**src/hdl/slgm_defines.svh**
```systemverilog
/*
 * Constants of the GPIO mapper: register offsets, field positions, output
 * source and function codes, and back-channel frame timing.
 * Assumes a 50 MHz core clock and 8-bit register data.
 */
`ifndef SLGM_DEFINES_SVH
`define SLGM_DEFINES_SVH

// Register offsets.
`define SLGM_OFF_INPUT_CTRL 8'h0F
`define SLGM_OFF_PIN_CFG0 8'h10
`define SLGM_OFF_PIN_CFG6 8'h16
`define SLGM_OFF_MISC 8'h18
`define SLGM_OFF_PIN_LEVEL 8'h19
`define SLGM_OFF_LINK_CNT 8'h1A
`define SLGM_OFF_BC_MAP_LO 8'h6E
`define SLGM_OFF_BC_MAP_HI 8'h6F
`define SLGM_OFF_PULLDOWN 8'hBE
`define SLGM_RESET_BYTE 8'h00

// Fields of the misc register.
`define SLGM_MISC_PORT_EN 1:0
`define SLGM_MISC_BC_SLOW 2
`define SLGM_MISC_EXT_SYNC 3
`define SLGM_MISC_MAP_PORT 4
// Fields of the link count register.
`define SLGM_LCNT_P0 2:0
`define SLGM_LCNT_P1 6:4

// Output source codes.
`define SLGM_SRC_RX0 3'h0
`define SLGM_SRC_RX1 3'h1
`define SLGM_SRC_DEV 3'h4
`define SLGM_SRC_VO 3'h5
// Function codes.
`define SLGM_FN_0 3'h0
`define SLGM_FN_1 3'h1
`define SLGM_FN_2 3'h2
`define SLGM_FN_3 3'h3
`define SLGM_FN_4 3'h4
`define SLGM_FN_5 3'h5
`define SLGM_FN_6 3'h6
// Back-channel slot code that selects the sync strobe.
`define SLGM_SLOT_SYNC 3'h7

// Back-channel frame timing.
`define SLGM_CLK_NS 20
`define SLGM_BC_FRAME_BITS 30
`define SLGM_BC_FAST_BIT_NS 20
`define SLGM_BC_SLOW_BIT_NS 400
`define SLGM_BC_FAST_CYC \
    (`SLGM_BC_FRAME_BITS * `SLGM_BC_FAST_BIT_NS / `SLGM_CLK_NS)
`define SLGM_BC_SLOW_CYC \
    (`SLGM_BC_FRAME_BITS * `SLGM_BC_SLOW_BIT_NS / `SLGM_CLK_NS)

// Forward update periods in frames.
`define SLGM_FWD_PER_1 3'h1
`define SLGM_FWD_PER_2 3'h2
`define SLGM_FWD_PER_5 3'h5

`endif

```
**src/hdl/slgm_pkg.sv**
```systemverilog
/*
 * Types of the GPIO mapper.
 * Assumes slgm_defines.svh gives the codes that fill them.
 */
package slgm_pkg;
    // Per-pin output configuration, laid out as its register byte.
    typedef struct packed {
        logic en;
        logic val;
        logic [2:0] fn;
        logic [2:0] src;
    } slgm_pin_cfg_t;

    // Status of one receive port.
    typedef struct packed {
        logic [3:0] fwd_gpio;
        logic lock;
        logic pass;
        logic fv;
        logic lv;
    } slgm_rx_status_t;

    // Status of the video-output port.
    typedef struct packed {
        logic fv;
        logic lv;
        logic synced;
        logic irq;
    } slgm_vo_status_t;
endpackage : slgm_pkg

```
**src/hdl/slgm_bc_sampler.sv**
```systemverilog
/*
 * Back-channel frame timer and slot sampler for both receive ports.
 * Assumes pin levels and sync are already synchronised to sys_clk.
 */
`timescale 1ns/1ps
`default_nettype none
`include "slgm_defines.svh"

module slgm_bc_sampler import slgm_pkg::*; (
    input wire logic sys_clk,
    input wire logic resetn,
    input wire logic slow_rate,
    input wire logic [6:0] pin_level,
    input wire logic sync_level,
    input wire logic [1:0][11:0] slot_map,
    output logic bc_frame_pulse,
    output logic [1:0][3:0] bc_slot_value
);
    localparam logic [9:0] FAST_LAST = 10'(`SLGM_BC_FAST_CYC - 1);
    localparam logic [9:0] SLOW_LAST = 10'(`SLGM_BC_SLOW_CYC - 1);

    logic [9:0] cnt_reg;
    logic [9:0] last;

    ////////////////////////////////////////////////////////////////////////
    // A frame is 30 bit times; the compare is >= so a rate change never
    // strands the counter above the new end.
    assign last = slow_rate ? SLOW_LAST : FAST_LAST;

    always_ff @(posedge sys_clk or negedge resetn) begin
        if (!resetn) begin
            cnt_reg <= 10'h000;
            bc_frame_pulse <= 1'b0;
        end else if (cnt_reg >= last) begin // RULE17
            cnt_reg <= 10'h000;
            bc_frame_pulse <= 1'b1;
        end else begin
            cnt_reg <= cnt_reg + 10'h001;
            bc_frame_pulse <= 1'b0;
        end
    end

    // Slots are sampled once per frame; any pin may feed any slot.
    always_ff @(posedge sys_clk or negedge resetn) begin
        if (!resetn) begin
            bc_slot_value <= '0;
        end else if (cnt_reg >= last) begin // RULE18
            for (int p = 0; p < 2; p++) begin
                for (int s = 0; s < 4; s++) begin
                    if (slot_map[p][s*3 +: 3] == `SLGM_SLOT_SYNC) begin
                        bc_slot_value[p][s] <= sync_level; // RULE20
                    end else begin
                        bc_slot_value[p][s] <=
                            pin_level[slot_map[p][s*3 +: 3]]; // RULE15 RULE16
                    end
                end
            end
        end
    end
endmodule : slgm_bc_sampler

`default_nettype wire

```
**src/hdl/slgm_top.sv**
```systemverilog
/*
 * GPIO mapper of the deserializer: seven pins, output function routing,
 * forward GPIO hold with link-count update rate, back-channel slot feed,
 * input-enable and pulldown controls, and a plain register port.
 * Assumes status inputs and frame pulses come from logic on sys_clk;
 * pin and external sync inputs are asynchronous.
 */
// Added by the designer: the strobed register port.
// Notes on behaviour
// [RULE1] Port sources route forward GPIO or port status.
// [RULE2] Status source: value, lock OR/AND, pass AND.
// [RULE3] Status functions 101/110 give device interrupt polarity.
// [RULE4] Video source 000/001: pass AND/OR of ports.
// [RULE5] Video source 010/011: frame and line valid.
// [RULE6] Video source 100: ports synchronised indication.
// [RULE7] Video source 101: interrupt high; 110/111 reserved.
// [RULE8] Reserved sources and functions leave pin undriven.
// [RULE9] Four forward GPIO per port, any to any pin.
// [RULE10] Forward update every 1, 2 or 5 frames.
// [RULE11] Remote source keeps four-times oversampling.
// [RULE12] Only forward-capable serializers supply forward GPIO.
// [RULE13] Sync strobe may drive any pin.
// [RULE14] All pins start as inputs, driver off.
// [RULE15] Four back-channel slots per port, any pin.
// [RULE16] One pin may feed many slots.
// [RULE17] Back-channel frame is thirty bit times.
// [RULE18] Slots sampled once each back-channel frame.
// [RULE19] Back-channel inputs switch below quarter sampling rate.
// [RULE20] Sync strobe mappable to any back-channel slot.
// [RULE21] Slot map held per port at 0x6E/0x6F.
// [RULE22] Input and pulldown disables, both enabled default.
// [RULE23] Pin drives only while output enable set.
`timescale 1ns/1ps
`default_nettype none
`include "slgm_defines.svh"

module slgm_top import slgm_pkg::*; (
    input wire logic sys_clk,
    input wire logic resetn,
    input wire logic [7:0] reg_addr,
    input wire logic [7:0] reg_wdata,
    input wire logic reg_wr,
    input wire logic reg_rd,
    output logic [7:0] reg_rdata,
    input wire slgm_rx_status_t [1:0] rx_status,
    input wire logic [1:0] fwd_frame_pulse,
    input wire slgm_vo_status_t vo_status,
    input wire logic device_irq,
    input wire logic sensor_sync_strobe,
    input wire logic ext_sync_in,
    input wire logic [6:0] pin_in,
    output logic [6:0] pin_out,
    output logic [6:0] pin_oe,
    output logic [6:0] pin_input_enable,
    output logic [6:0] pin_pulldown_enable,
    output logic bc_frame_pulse,
    output logic [1:0][3:0] bc_slot_value
);
    slgm_pin_cfg_t pin_cfg_reg [0:6];
    logic [7:0] input_dis_reg;
    logic [7:0] pulldown_dis_reg;
    logic [7:0] misc_reg;
    logic [7:0] link_cnt_reg;
    logic [7:0] bc_map_reg [0:1][0:1];
    logic [6:0] pin_meta_reg;
    logic [6:0] pin_sync_reg;
    logic ext_meta_reg;
    logic ext_sync_reg;
    logic [2:0] fwd_cnt_reg [0:1];
    logic [3:0] fwd_hold_reg [0:1];
    logic [6:0] pin_level;
    logic sync_level;
    logic [1:0] port_en;
    logic [1:0] fwd_update;
    logic [1:0][11:0] slot_map;
    logic map_port;
    logic [2:0] cfg_idx;
    logic [1:0] pin_drv [0:6];

    ////////////////////////////////////////////////////////////////////////
    // Functions.

    // Frames between forward updates for a given linked GPIO count.
    function automatic logic [2:0] fwd_period(input logic [2:0] cnt);
        logic [2:0] per;
        per = `SLGM_FWD_PER_5;
        if (cnt <= 3'h1) begin
            per = `SLGM_FWD_PER_1;
        end else if (cnt == 3'h2) begin
            per = `SLGM_FWD_PER_2;
        end
        return per;
    endfunction : fwd_period

    // Output drive of one pin as {enable, value}.
    function automatic logic [1:0] pin_drive(input slgm_pin_cfg_t cfg,
            input slgm_rx_status_t [1:0] rx, input logic [3:0] fwd0,
            input logic [3:0] fwd1, input logic [1:0] en,
            input slgm_vo_status_t vo, input logic irq, input logic sync);
        logic [1:0] drv;
        slgm_rx_status_t st;
        logic [3:0] fwd;
        drv = 2'h0;
        st = rx[cfg.src[0]];
        fwd = cfg.src[0] ? fwd1 : fwd0;
        unique case (cfg.src)
            `SLGM_SRC_RX0, `SLGM_SRC_RX1: begin
                unique case (cfg.fn)
                    `SLGM_FN_4: drv = {1'b1, st.lock};
                    `SLGM_FN_5: drv = {1'b1, st.pass};
                    `SLGM_FN_6: drv = {1'b1, st.fv};
                    `SLGM_FN_0, `SLGM_FN_1, `SLGM_FN_2, `SLGM_FN_3:
                        drv = {1'b1, fwd[cfg.fn[1:0]]}; // RULE1 RULE9
                    default: drv = {1'b1, st.lv};
                endcase
            end
            `SLGM_SRC_DEV: begin
                unique case (cfg.fn)
                    `SLGM_FN_0: drv = {1'b1, cfg.val}; // RULE2
                    `SLGM_FN_1: drv = {1'b1,
                        |({rx[1].lock, rx[0].lock} & en)}; // RULE2
                    `SLGM_FN_2: drv = {1'b1,
                        &({rx[1].lock, rx[0].lock} | ~en)}; // RULE2
                    `SLGM_FN_3: drv = {1'b1,
                        &({rx[1].pass, rx[0].pass} | ~en)}; // RULE2
                    `SLGM_FN_4: drv = {1'b1, sync}; // RULE13
                    `SLGM_FN_5: drv = {1'b1, irq}; // RULE3
                    `SLGM_FN_6: drv = {1'b1, !irq}; // RULE3
                    default: drv = 2'h0; // RULE8
                endcase
            end
            `SLGM_SRC_VO: begin
                unique case (cfg.fn)
                    `SLGM_FN_0: drv = {1'b1,
                        &({rx[1].pass, rx[0].pass} | ~en)}; // RULE4
                    `SLGM_FN_1: drv = {1'b1,
                        |({rx[1].pass, rx[0].pass} & en)}; // RULE4
                    `SLGM_FN_2: drv = {1'b1, vo.fv}; // RULE5
                    `SLGM_FN_3: drv = {1'b1, vo.lv}; // RULE5
                    `SLGM_FN_4: drv = {1'b1, vo.synced}; // RULE6
                    `SLGM_FN_5: drv = {1'b1, vo.irq}; // RULE7
                    default: drv = 2'h0; // RULE7 RULE8
                endcase
            end
            default: drv = 2'h0; // RULE8
        endcase
        return drv;
    endfunction : pin_drive

    ////////////////////////////////////////////////////////////////////////
    // Pin and external sync synchronisers; the first stage feeds only the
    // second, so a metastable sample never reaches the mapping logic.
    always_ff @(posedge sys_clk or negedge resetn) begin
        if (!resetn) begin
            pin_meta_reg <= 7'h00;
            pin_sync_reg <= 7'h00;
            ext_meta_reg <= 1'b0;
            ext_sync_reg <= 1'b0;
        end else begin
            pin_meta_reg <= pin_in;
            pin_sync_reg <= pin_meta_reg;
            ext_meta_reg <= ext_sync_in;
            ext_sync_reg <= ext_meta_reg;
        end
    end

    // A disabled input reads as low, as the input buffer is off.
    assign pin_level = pin_sync_reg & ~input_dis_reg[6:0]; // RULE22
    assign sync_level = misc_reg[`SLGM_MISC_EXT_SYNC] ? ext_sync_reg
                                                      : sensor_sync_strobe;
    assign port_en = misc_reg[`SLGM_MISC_PORT_EN];
    assign map_port = misc_reg[`SLGM_MISC_MAP_PORT];
    assign cfg_idx = 3'(reg_addr - `SLGM_OFF_PIN_CFG0);

    ////////////////////////////////////////////////////////////////////////
    // Register writes. All clear to zero, so every pin starts as an input
    // with its input path and pulldown enabled.
    always_ff @(posedge sys_clk or negedge resetn) begin
        if (!resetn) begin
            for (int i = 0; i < 7; i++) begin
                pin_cfg_reg[i] <= `SLGM_RESET_BYTE; // RULE14
            end
            input_dis_reg <= `SLGM_RESET_BYTE; // RULE22
            pulldown_dis_reg <= `SLGM_RESET_BYTE; // RULE22
            misc_reg <= `SLGM_RESET_BYTE;
            link_cnt_reg <= `SLGM_RESET_BYTE;
        end else if (reg_wr) begin
            if (reg_addr >= `SLGM_OFF_PIN_CFG0 &&
                    reg_addr <= `SLGM_OFF_PIN_CFG6) begin
                pin_cfg_reg[cfg_idx] <= reg_wdata;
            end
            if (reg_addr == `SLGM_OFF_INPUT_CTRL) begin
                input_dis_reg <= reg_wdata; // RULE22
            end
            if (reg_addr == `SLGM_OFF_PULLDOWN) begin
                pulldown_dis_reg <= reg_wdata; // RULE22
            end
            if (reg_addr == `SLGM_OFF_MISC) begin
                misc_reg <= reg_wdata;
            end
            if (reg_addr == `SLGM_OFF_LINK_CNT) begin
                link_cnt_reg <= reg_wdata;
            end
        end
    end

    // Slot maps, one pair per port, chosen by the map-port select bit.
    always_ff @(posedge sys_clk or negedge resetn) begin
        if (!resetn) begin
            for (int p = 0; p < 2; p++) begin
                bc_map_reg[p][0] <= `SLGM_RESET_BYTE;
                bc_map_reg[p][1] <= `SLGM_RESET_BYTE;
            end
        end else if (reg_wr && reg_addr == `SLGM_OFF_BC_MAP_LO) begin
            bc_map_reg[map_port][0] <= reg_wdata; // RULE21
        end else if (reg_wr && reg_addr == `SLGM_OFF_BC_MAP_HI) begin
            bc_map_reg[map_port][1] <= reg_wdata; // RULE21
        end
    end

    // Read data stands only in the cycle after the read strobe.
    always_ff @(posedge sys_clk or negedge resetn) begin
        if (!resetn) begin
            reg_rdata <= 8'h00;
        end else if (!reg_rd) begin
            reg_rdata <= 8'h00;
        end else if (reg_addr >= `SLGM_OFF_PIN_CFG0 &&
                reg_addr <= `SLGM_OFF_PIN_CFG6) begin
            reg_rdata <= pin_cfg_reg[cfg_idx];
        end else begin
            unique case (reg_addr)
                `SLGM_OFF_INPUT_CTRL: reg_rdata <= input_dis_reg;
                `SLGM_OFF_PULLDOWN: reg_rdata <= pulldown_dis_reg;
                `SLGM_OFF_MISC: reg_rdata <= misc_reg;
                `SLGM_OFF_LINK_CNT: reg_rdata <= link_cnt_reg;
                `SLGM_OFF_PIN_LEVEL: reg_rdata <= {1'b0, pin_level};
                `SLGM_OFF_BC_MAP_LO: reg_rdata <= bc_map_reg[map_port][0];
                `SLGM_OFF_BC_MAP_HI: reg_rdata <= bc_map_reg[map_port][1];
                default: reg_rdata <= 8'h00;
            endcase
        end
    end

    ////////////////////////////////////////////////////////////////////////
    // Forward GPIO hold. Linked values are spread over frames, so the held
    // copy changes only on the frame that completes an update. A count of
    // zero means nothing linked and behaves like one.
    assign fwd_update[0] = fwd_frame_pulse[0] &&
        fwd_cnt_reg[0] >= fwd_period(link_cnt_reg[`SLGM_LCNT_P0]) - 3'h1;
    assign fwd_update[1] = fwd_frame_pulse[1] &&
        fwd_cnt_reg[1] >= fwd_period(link_cnt_reg[`SLGM_LCNT_P1]) - 3'h1;

    always_ff @(posedge sys_clk or negedge resetn) begin
        if (!resetn) begin
            for (int p = 0; p < 2; p++) begin
                fwd_cnt_reg[p] <= 3'h0;
                fwd_hold_reg[p] <= 4'h0;
            end
        end else begin
            for (int p = 0; p < 2; p++) begin
                if (fwd_update[p]) begin
                    fwd_cnt_reg[p] <= 3'h0; // RULE10
                    fwd_hold_reg[p] <= rx_status[p].fwd_gpio; // RULE9
                end else if (fwd_frame_pulse[p]) begin
                    fwd_cnt_reg[p] <= fwd_cnt_reg[p] + 3'h1; // RULE10
                end
            end
        end
    end

    ////////////////////////////////////////////////////////////////////////
    // Function mux of every pin; the flip-flops below gate it with the enable bit and register it.
    always_comb begin
        for (int i = 0; i < 7; i++) begin
            pin_drv[i] = pin_drive(pin_cfg_reg[i], rx_status,
                fwd_hold_reg[0], fwd_hold_reg[1], port_en, vo_status,
                device_irq, sync_level);
        end
    end

    // Pin drive; the enable bit gates the driver after the function mux.
    always_ff @(posedge sys_clk or negedge resetn) begin
        if (!resetn) begin
            pin_out <= 7'h00;
            pin_oe <= 7'h00; // RULE14
        end else begin
            for (int i = 0; i < 7; i++) begin
                pin_oe[i] <= pin_cfg_reg[i].en && pin_drv[i][1]; // RULE23
                pin_out[i] <= pin_cfg_reg[i].en && pin_drv[i][0]; // RULE23
            end
        end
    end

    // Pad controls follow the disable bits one cycle later.
    always_ff @(posedge sys_clk or negedge resetn) begin
        if (!resetn) begin
            pin_input_enable <= 7'h7F; // RULE22
            pin_pulldown_enable <= 7'h7F; // RULE22
        end else begin
            pin_input_enable <= ~input_dis_reg[6:0];
            pin_pulldown_enable <= ~pulldown_dis_reg[6:0];
        end
    end

    ////////////////////////////////////////////////////////////////////////
    // Back-channel slots; both slot bytes of a port form one 12-bit map.
    assign slot_map[0] = {bc_map_reg[0][1][6:4], bc_map_reg[0][1][2:0],
                          bc_map_reg[0][0][6:4], bc_map_reg[0][0][2:0]};
    assign slot_map[1] = {bc_map_reg[1][1][6:4], bc_map_reg[1][1][2:0],
                          bc_map_reg[1][0][6:4], bc_map_reg[1][0][2:0]};

    slgm_bc_sampler u_bc_sampler (
        .sys_clk(sys_clk),
        .resetn(resetn),
        .slow_rate(misc_reg[`SLGM_MISC_BC_SLOW]),
        .pin_level(pin_level),
        .sync_level(sync_level),
        .slot_map(slot_map),
        .bc_frame_pulse(bc_frame_pulse),
        .bc_slot_value(bc_slot_value)
    );

    slgm_pin_cfg_t c0;
    assign c0 = pin_cfg_reg[0];
endmodule : slgm_top

`default_nettype wire

```
**config.mk**
```make
export PLATFORM = sky130hd
export DESIGN_NAME = slgm_top
export DESIGN_NICKNAME = d
export VERILOG_FILES = /design/src/hdl/slgm_pkg.sv /design/src/hdl/slgm_bc_sampler.sv /design/src/hdl/slgm_top.sv
export VERILOG_INCLUDE_DIRS = /design/src /design/src/hdl
export SDC_FILE = /design/constraint.sdc
export NUM_CORES = 1
export LEC_CHECK = 0
export BUFFER_PORTS_ARGS = -buffer_cell sky130_fd_sc_hd__clkbuf_2
export CORE_MARGIN = 1
export CORE_UTILIZATION = 55
export DETAILED_ROUTE_END_ITERATION = 6
export PLACE_DENSITY = 0.74
export SLEW_MARGIN = 30
export SYNTH_ARGS = -nofsm -noshare
export SYNTH_HDL_FRONTEND = slang
export SYNTH_HIERARCHICAL = 1
export SYNTH_SLANG_ARGS = --single-unit
```
**constraint.sdc**
```tcl
create_clock -name sys_clk -period 3.3 [get_ports sys_clk]
set_input_delay 0.66 -clock sys_clk [delete_from_list [all_inputs] [get_ports sys_clk]]
set_output_delay 0.66 -clock sys_clk [all_outputs]
set_load 0.01 [all_outputs]
```
==> results of run 1 <==
## through the flow
stage | cells | area, µm² | worst slack [ns] | utilization (%) | total power, mW
after floorplan | 961 | 11600 | 0.951 | - | 3.76
after global placement | 1274 | 12300 | 0.729 | 60.1 | 4.12
after detailed placement | 1274 | 12300 | 0.632 | 60.1 | 4.17
after CTS | 1316 | 13100 | 0.972 | 64.3 | 7.03
after global routing | 1316 | 13100 | 0.874 | 64.3 | 7.28
final | 1316 | 13100 | 0.998 | 64.3 | 7.00
## layer usage
layer	GRT usage (%)	part of all wire [%]	routed length, µm
met1	41.4	44	13400
met2	44.4	46	14100
met3	4.22	7.4	2260
met4	8.14	2.9	891
met5	0	0	0
## layout make-up
type,count,share of cell area (%)
sequential,205,39.2
multi-input combinational,654,46.0
inverter,34,0.972
clock buffer,27,4.50
timing repair buffer,111,4.77
tap,270,2.57
clock inverter,15,2.00
## cell families (layout without fill, tap and decap cells)
family,Yosys count,after routing
other,1,1
and+or+nand+nor,218,218
AOI/OAI and AO/OA,160,160
xor gates and xnor gates,8,8
buffers and inverters,102,187
muxes,255,255
adders and majority gates,12,12
DFF,205,205
## power groups by stage
| stage | logic (mW) | clock network [mW] | registers (mW) |
|---|---|---|---|
| floorplan | 0.797 | 0 | 2.96 |
| global placement | 1.07 | 0 | 3.05 |
| detailed placement | 1.10 | 0 | 3.06 |
| CTS | 1.11 | 2.90 | 3.02 |
| global route | 1.21 | 3.01 | 3.06 |
| finish | 1.11 | 2.86 | 3.03 |
## worst register-to-register path, stage by stage (launching register included)
cell     delay (ns)
dfrtp_1        0.43
nor3b_1        0.22
ha_1           0.25
or3b_2         0.46
a21o_1         0.20
nand2_1        0.23
mux2_2         0.39
## cell usage in the layout (no fill, tap or decap), types with 18 or more instances in the layout
cell | netlist | routed
dfrtp_1 | 191 | 191
mux2_2 | 146 | 146
clkbuf_2 | 1 | 95
nor2_1 | 58 | 58
mux2i_1 | 53 | 53
nand2_1 | 45 | 45
inv_1 | 34 | 34
mux4_2 | 30 | 30
a21oi_1 | 25 | 25
clkbuf_16 | 0 | 23
o21ai_0 | 21 | 21
nand3_1 | 18 | 18
## worst paths after layout
| path | from | end | slack [ns] | depth (start not counted) |
|---|---|---|---|---|
| min in group sys_clk | pin_in[2] | pin_meta_reg[2] | 0.24 | 1 |
| worst min register to register | ext_meta_reg | ext_sync_reg | 0.35 | 0 |
| worst min-delay path | resetn | pin_oe[1] | 0.15 | 1 |
| worst max register to register | link_cnt_reg[2] | fwd_hold_reg[6] | 1.0 | 6 |
| max in group asynchronous | resetn | pin_input_enable[4] | 2.35 | 2 |
| worst max-delay path | link_cnt_reg[2] | fwd_hold_reg[6] | 1.0 | 6 |
==> metrics.md, run 1 <==
| Metric | Value |
|---|---|
| Initial Utilization | `56.8%` |
| Synth unique cells | `83` |
| 1st-iter DRT viols | `824` |
| Total Wirelength | `30600 µm` |
| Row count | `52` |
| Sw power | `1.91 mW` |
| Sequential Power Share | `43.3%` |
| Clock power frac | `40.9%` |
| Peak Freq | `0.434 GHz` |
| CTS max path bufs | `3` |
| Critical path startpoint category | `flip-flop` |
| Number of global-route vias before repair | `8234` |
| Die height | `147 µm` |
| Inserted Diodes | `0` |
| Post-route clock period utilization | `69.8%` |
| Total CTS buffers | `23` |
| Arrival time worst endpoint | `2.71 ns` |
| Main synth FF type | `dfrtp_1` |
| Post-Synth Simple-Gate Area | `10.6%` |
| Final hold violation count | `0` |
| Synth Warn # | `6` |
| I/O Pins | `97` |
| Leakage | `5.78 nW` |
| Combinational share of power | `15.8%` |
| Max Slew Vio Count | `0` |
| I/O Buffers | `96` |
| Clk_skew | `0.00675 ns` |
| Adder-cell share of the synthesized area | `1.29%` |
| Worst EP required | `3.71 ns` |
| Post_cts resized | `0` |
| Max incr delay on CP | `0.46 ns` |
| Fillers | `1591` |
| FF+latch count, synth | `205` |
| Area leader, netlist | `dfrtp_1` |
| Layout cell share with drive strength beyond 1 | `35.1%` |
| Internal power | `5.09 mW` |
| Count leader, synth | `dfrtp_1` |
| CP Buf/Inv Count | `0` |
| EDFF count, synth | `0` |
| Mux share of post-synthesis cell area | `29.4%` |
| Clock slew at reported path FFs | `0.06 ns` |
| Gr ovfl total | `0` |
| Syn_nets | `1025` |
| CTS root buffer | `clkbuf_16` |
| Largest family of logic cells by synthesized area | `multiplexers` |
| TritonCTS clock tree | `done` |
| CP max FO | `4` |
| First-pass GRT wire length | `47300 µm` |
| Post-synthesis compound-gate area fraction | `10.1%` |
| Synth Instances | `961` |
| Async SR Flop Fraction | `100%` |
| HP Class | `in -> async` |
| MaxCap Viol Count | `0` |
| Clk Latency, worst-skew pair | `0.53 ns` |
| Post-Synthesis Mean Instance Area | `12.1 µm²` |
| Mapped cell area | `11600 µm²` |
| Die area | `21700 µm²` |
| P&R area growth vs syn | `13.2%` |
| H-tree level count | `1` |
| Register area | `5150 µm²` |
| RePlAce Congestion | `0.948` |
| Slew HR | `36.4%` |
| Critical path, cell by cell | `nor3b_1 > ha_1 > or3b_2 > a21o_1 > nand2_1 > mux2_2` |
| Layout net count | `1093` |
| Crit-path slowest cell | `or3b_2` |
| XOR/XNOR Fraction of Synth Area | `0.604%` |
| Clock sink total | `205` |
| Drt wl/cell | `23.2 µm` |
| Sequential area share after synthesis | `44.4%` |
| Worst setup EP type | `flip-flop` |
| Final setup fails | `0` |
| Post-CTS setup buffer count | `0` |
| Final HPWL DP | `20500 µm` |
| CP top delay family | `simple AND/OR/NAND/NOR gates` |
| Number of remaining DRC errors | `0` |
| Hold_buf cts | `0` |
| Peak supply drop | `438 µV` |
| Pwr dens | `533 nW/µm²` |
| Antenna viol nets, final | `0` |
| Hold WS | `0.151 ns` |
| Number of flip-flops in the largest register | `48` |
| Largest net degree at the start of global routing | `73` |
| Critical setup path kind | `reg -> reg` |
| Outcome | `completed` |
| Core area | `20400 µm²` |
| Initial antenna violation count | `0` |
| DRT Pass-1 Iters | `5` |
| Setup TNS | `0 ns` |
| RSZ-0062 raised after global routing | `false` |
| Synth top cells by count | `191 x dfrtp_1, 146 x mux2_2, 58 x nor2_1, 53 x mux2i_1, 46 x clkbuf_1` |
| Top cell type's share of synthesized area | `41.2%` |
| Gr usage total | `28.4%` |
| DIE WIDTH | `147 µm` |
| Top post-synthesis cells by area | `dfrtp_1 41%, mux2_2 14%, mux4_2 5.8%` |
| Total number of vias | `8546` |
| Actual slew at the worst max-slew pin | `0.952 ns` |
| Net Sw Frac | `27.3%` |
| Via density | `6.49` |
| Tmin final | `2.30 ns` |
| Multi-input logic area | `6040 µm²` |
Power figures use the tool's default switching activity.
==> run 2: changes to the inputs <==
- PLACE_DENSITY: 0.74 -> 0.77
- clock period: 3.3 -> 2 ns (I/O delays scaled with it)
==> metrics.md, run 2 (synthesis gave the netlist of run 1 again) <==
| Metric | Value |
|---|---|
| Final core utilization | `68.2% (was 64.3%)` |
| Die height | `147 µm (unchanged)` |
| TritonCTS clock tree | `done (unchanged)` |
| H-tree level count | `1 (unchanged)` |
| CP Buf/Inv Count | `0 (unchanged)` |
| Critical path startpoint category | `flip-flop (unchanged)` |
| Critical path, cell by cell | `nor3b_2 > ha_1 > or3b_4 > a21o_1 > nand2_4 > mux2_4 (was nor3b_1 > ha_1 > or3b_2 > a21o_1 > nand2_1 > mux2_2)` |
| Row count | `52 (unchanged)` |
| Slew HR | `38.7% (was 36.4%)` |
| Number of remaining DRC errors | `3 (was 0)` |
| MaxCap Viol Count | `0 (unchanged)` |
| Via density | `6.41 (was 6.49)` |
| Worst EP required | `2.40 ns (was 3.71 ns)` |
| Total CTS buffers | `23 (unchanged)` |
| Total power | `11.6 mW (was 7.00 mW)` |
| Clk Latency, worst-skew pair | `0.52 ns (was 0.53 ns)` |
| Layout net count | `1183 (was 1093)` |
| Inserted Diodes | `0 (unchanged)` |
| Post-CTS setup buffer count | `0 (unchanged)` |
| Critical setup path kind | `reg -> reg (unchanged)` |
| Final WS setup | `0.0106 ns (was 0.998 ns)` |
| CTS root buffer | `clkbuf_16 (unchanged)` |
| Setup TNS | `0 ns (unchanged)` |
| Worst setup EP type | `flip-flop (unchanged)` |
| DP Worst Slack | `-0.274 ns (was 0.632 ns)` |
| Initial Utilization | `56.8% (unchanged)` |
| Most frequent cells in the layout | `189 x dfrtp_1, 137 x mux2_2, 95 x clkbuf_2 (was 191 x dfrtp_1, 146 x mux2_2, 95 x clkbuf_2)` |
| Antenna viol nets, final | `0 (unchanged)` |
| Failing checks | `DRC` |
| Max Slew Vio Count | `0 (unchanged)` |
| Gr usage total | `30.3% (was 28.4%)` |
| DRT Pass-1 Iters | `7 (was 5)` |
| Hold WS | `0.111 ns (was 0.151 ns)` |
| Final HPWL DP | `22200 µm (was 20500 µm)` |
| Number of global-route vias before repair | `8988 (was 8234)` |
| 1st-iter DRT viols | `1057 (was 824)` |
| CTS max path bufs | `3 (unchanged)` |
| Tmin final | `1.99 ns (was 2.30 ns)` |
| Arrival time worst endpoint | `2.39 ns (was 2.71 ns)` |
| RePlAce Congestion | `0.978 (was 0.948)` |
| Final hold violation count | `0 (unchanged)` |
| Peak supply drop | `590 µV (was 438 µV)` |
| Commonest non-fill, non-tap cell in the layout | `dfrtp_1 (unchanged)` |
| Clk_skew | `0.0168 ns (was 0.00675 ns)` |
| Total Wirelength | `32100 µm (was 30600 µm)` |
| Layout cell share with drive strength beyond 1 | `40.4% (was 35.1%)` |
| Total number of vias | `9000 (was 8546)` |
| Gr ovfl total | `0 (unchanged)` |
| Max incr delay on CP | `0.40 ns (was 0.46 ns)` |
| Drt wl/cell | `22.9 µm (was 23.2 µm)` |
| CP max FO | `4 (unchanged)` |
| CP top delay family | `simple AND/OR/NAND/NOR gates (unchanged)` |
| Post-route clock period utilization | `99.5% (was 69.8%)` |
| First-pass GRT wire length | `50600 µm (was 47300 µm)` |
| Number of flip-flops in the largest register | `48 (unchanged)` |
| Actual slew at the worst max-slew pin | `0.918 ns (was 0.952 ns)` |
| Largest net degree at the start of global routing | `54 (was 73)` |
| I/O Buffers | `96 (unchanged)` |
| Clock slew at reported path FFs | `0.06 ns (about the same)` |
| Core area | `20400 µm² (unchanged)` |
| Peak Freq | `0.503 GHz (was 0.434 GHz)` |
| Initial antenna violation count | `1 (was 0)` |
| I/O Pins | `97 (unchanged)` |
| Outcome | `complete, but fails checks (was completed)` |
| RSZ-0062 raised after global routing | `true (was false)` |
| DIE WIDTH | `147 µm (unchanged)` |
| P&R area growth vs syn | `20.1% (was 13.2%)` |
| Pwr dens | `833 nW/µm² (was 533 nW/µm²)` |
| Clock sink total | `205 (unchanged)` |
| Die area | `21700 µm² (unchanged)` |
| Leakage | `6.27 nW (was 5.78 nW)` |
| Final setup fails | `0 (unchanged)` |
| HP Class | `in -> reg (was in -> async)` |
| Crit-path slowest cell | `dfrtp_1 (was or3b_2)` |
-- run 2: changes by cell type in the layout (fill, tap and decap cells not counted), moves of 3 or more --
cell           change
buf_4             +76
dlygate4sd3_1      +9
mux2_2             -9
mux2_4             +9
buf_12             +5
clkinv_4           -4
clkinv_2           +3
clkinvlp_4         +3
-- run 2: routing by layer --
layer  global-route usage [%]  vias up  wire [µm]
met1                     43.0     4511      13300
li1                         -     3938          -
met2                     47.6      464      15100
met3                     4.25       85       2550
met5                        0        -          9
met4                     11.1        2       1120
-- run 2: per-stage QoR --
stage               area [µm²]  cells
floorplan                11600    961
global placement         13000   1355
detailed placement       13000   1355
CTS                      13900   1405
global route             13900   1405
finish                   13900   1405
-- run 2: report_power, final --
part,switching [mW],leakage [nW],total [mW],internal [mW]
sequential,0.441,2.71,4.96,4.52
clock,1.76,0.398,4.58,2.81
combinational,0.988,3.16,2.07,1.08
-- run 2: final timing paths --
kind                                  from                            end  slack (ns)  cells past startpoint
max                        link_cnt_reg[0]                fwd_hold_reg[7]        0.01                      6
min                          rx_status[15]                fwd_hold_reg[3]        0.11                      2
max reg2reg                link_cnt_reg[0]                fwd_hold_reg[7]        0.01                      6
min reg2reg                pin_meta_reg[3]                pin_sync_reg[3]        0.34                      0
max in group asynchronous           resetn  u_bc_sampler/bc_slot_value[7]        0.89                      3
min in group asynchronous           resetn                pin_cfg_reg[28]        0.42                      2
-- run 2: area by class of cell --
| cell class | count | area [µm²] |
|---|---|---|
| Multi-Input combinational cell | 654 | 6110 |
| Fill cell | 1512 | 6500 |
| Inverter | 34 | 128 |
| Sequential cell | 205 | 5150 |
| Timing Repair Buffer | 201 | 1390 |
| Clock inverter | 15 | 226 |
| Clock buffer | 26 | 597 |
| Tap cell | 270 | 338 |
-- run 2: worst register-to-register path, stage by stage, from the launching register on --
cell     delay (ns)
dfrtp_1        0.40
nor3b_2        0.21
ha_1           0.25
or3b_4         0.37
a21o_1         0.20
nand2_4        0.12
mux2_4         0.32
-- run 2: timing repair --
action | 4_1_cts | 5_1_grt
endpoints found under the setup margin | 16 | 19
pin swaps | 3 | 4
cloned | 0 | 0
hold buffers | 9 | 0
resized for setup | 11 | 6
hold endpoints to repair | 54 | 0
==> run 3: changes to the inputs <==
==> constraint.sdc (replaced) <==
create_clock -name sys_clk -period 2 [get_ports sys_clk]
set_input_delay 0.2 -clock sys_clk [delete_from_list [all_inputs] [get_ports sys_clk]]
set_output_delay 0.2 -clock sys_clk [all_outputs]
set_load 0.01 [all_outputs]
==> metrics.md, run 3 (synthesis gave the netlist of run 1 again) <==
| Metric | Value |
|---|---|
| Layout net count | `1186 (was 1183)` |
| CP max FO | `9 (was 4)` |
| Post-Layout Cell Count | `1410 (was 1405)` |
| Leakage | `6.30 nW (was 6.27 nW)` |
| Antenna viol nets, final | `0 (unchanged)` |
| Initial Utilization | `56.8% (unchanged)` |
| CP top delay family | `multiplexers (was simple AND/OR/NAND/NOR gates)` |
| Via density | `6.52 (was 6.41)` |
| Clock sink total | `205 (unchanged)` |
| Hold WS | `0.213 ns (was 0.111 ns)` |
| Final setup fails | `0 (unchanged)` |
| Number of remaining DRC errors | `0 (was 3)` |
| Total Wirelength | `32700 µm (was 32100 µm)` |
| Outcome | `completed (was complete, but fails checks)` |
| P&R area growth vs syn | `21.0% (was 20.1%)` |
| Layout cell share with drive strength beyond 1 | `40.0% (was 40.4%)` |
| Peak supply drop | `694 µV (was 590 µV)` |
| Crit path top cell by count | `mux2_4` |
| Pwr dens | `843 nW/µm² (was 833 nW/µm²)` |
| Gr usage total | `30.3% (about the same)` |
| Most frequent cells in the layout | `188 x dfrtp_1, 139 x mux2_2, 95 x clkbuf_2 (was 189 x dfrtp_1, 137 x mux2_2, 95 x clkbuf_2)` |
| DP Worst Slack | `-0.130 ns (was -0.274 ns)` |
| MaxCap Viol Count | `0 (unchanged)` |
| Cells after DPL | `1345 (was 1355)` |
| Critical path, cell by cell | `mux2_4 > mux4_1 > mux2_2 > mux2_4 (was nor3b_2 > ha_1 > or3b_4 > a21o_1 > nand2_4 > mux2_4)` |
| Setup TNS | `0 ns (unchanged)` |
| Number of global-route vias before repair | `9025 (was 8988)` |
| Largest net degree at the start of global routing | `62 (was 54)` |
| Reg2Reg Launch Point | `misc_reg[3] (was link_cnt_reg[0])` |
| TritonCTS clock tree | `done (unchanged)` |
| Total number of vias | `9187 (was 9000)` |
| 1st-iter DRT viols | `890 (was 1057)` |
| RSZ-0062 raised after global routing | `true (unchanged)` |
| Gr ovfl total | `0 (unchanged)` |
| Max Slew Vio Count | `0 (unchanged)` |
| Post-route clock period utilization | `99.4% (was 99.5%)` |
| I/O Buffers | `96 (unchanged)` |
| Crit-path slowest cell | `mux4_1 (was dfrtp_1)` |
| Peak Freq | `0.503 GHz (about the same)` |
| Drt wl/cell | `23.2 µm (was 22.9 µm)` |
| Clock slew at reported path FFs | `0.06 ns (about the same)` |
| Die height | `147 µm (unchanged)` |
| First-pass GRT wire length | `50700 µm (was 50600 µm)` |
| Critical Path Source | `misc_reg[3] (was link_cnt_reg[0])` |
| Final core utilization | `68.7% (was 68.2%)` |
| I/O Pins | `97 (unchanged)` |
| Critical setup path kind | `reg -> reg (unchanged)` |
| Number of flip-flops in the largest register | `48 (unchanged)` |
| Worst EP required | `2.41 ns (was 2.40 ns)` |
| Total power | `11.8 mW (was 11.6 mW)` |
| Final Cell Area | `14000 µm² (was 13900 µm²)` |
| Tmin final | `1.99 ns (about the same)` |
| CP Buf/Inv Count | `0 (unchanged)` |
| Die area | `21700 µm² (unchanged)` |
| Final hold violation count | `0 (unchanged)` |
| RePlAce Congestion | `0.935 (was 0.978)` |
| Clk_skew | `0.0185 ns (was 0.0168 ns)` |
| Slew HR | `38.4% (was 38.7%)` |
| Fillers | `1496 (was 1512)` |
| Inserted Diodes | `0 (unchanged)` |
| Placed cell areas | `12900 µm² (was 13000 µm²)` |
| Row count | `52 (unchanged)` |
| Total CTS buffers | `24 (was 23)` |
| Critical path startpoint category | `flip-flop (unchanged)` |
| HP Class | `in -> async (was in -> reg)` |
| Clk Latency, worst-skew pair | `0.53 ns (was 0.52 ns)` |
| CTS max path bufs | `3 (unchanged)` |
| Worst setup EP type | `flip-flop (unchanged)` |
| DRT Pass-1 Iters | `6 (was 7)` |
| Final HPWL DP | `22100 µm (was 22200 µm)` |
| Arrival time worst endpoint | `2.40 ns (was 2.39 ns)` |
| Commonest non-fill, non-tap cell in the layout | `dfrtp_1 (unchanged)` |
| DIE WIDTH | `147 µm (unchanged)` |
| Max incr delay on CP | `0.50 ns (was 0.40 ns)` |
| H-tree level count | `1 (unchanged)` |
| Actual slew at the worst max-slew pin | `0.921 ns (was 0.918 ns)` |
| Core area | `20400 µm² (unchanged)` |
| Initial antenna violation count | `0 (was 1)` |
| Final WS setup | `0.0120 ns (was 0.0106 ns)` |
| CTS root buffer | `clkbuf_16 (unchanged)` |
-- run 3: routing by layer --
| metal | track usage, % | routed length [µm] | vias up |
|---|---|---|---|
| met4 | 10.9 | 1340 | 0 |
| met2 | 47.3 | 15100 | 565 |
| met3 | 5.68 | 3070 | 120 |
| met5 | 0 | 0 | - |
| met1 | 42.5 | 13200 | 4549 |
| li1 | - | - | 3953 |
-- run 3: area by class of cell --
cell class                 instances  area [µm²]  area share [%]
clock buffer                      31         667            4.75
timing repair buffer             203        1450            10.3
inverter                          34         128           0.909
tap                              270         338            2.41
clock inverter                    13         210            1.50
multi-input combinational        654        6100            43.5
sequential                       205        5150            36.7
-- run 3: worst paths after layout --
check,end,slack [ns],depth (start not counted)
worst min-delay path,pin_oe[6],0.21,2
worst max-delay path,u_bc_sampler/bc_slot_value[0],0.01,4
worst min register to register,pin_sync_reg[6],0.35,0
max in group asynchronous,c0[7],1.09,3
worst max register to register,u_bc_sampler/bc_slot_value[0],0.01,4
min in group sys_clk,bc_map_reg[15],0.22,2
-- run 3: report_power, final --
part	switching (mW)	internal (mW)	total [mW]	leakage (nW)
Clock	1.78	3.00	4.79	0.426
Combinational	0.994	1.09	2.09	3.17
Sequential	0.439	4.52	4.96	2.71
Total	3.22	8.62	11.8	6.30
-- run 3: timing repair --
item	in CTS	in global routing
setup endpoints to repair	15	27
gates resized for setup	6	20
buffers inserted	0	1
endpoints found under the hold margin	71	0
hold buffers	20	0
pin swaps	3	7
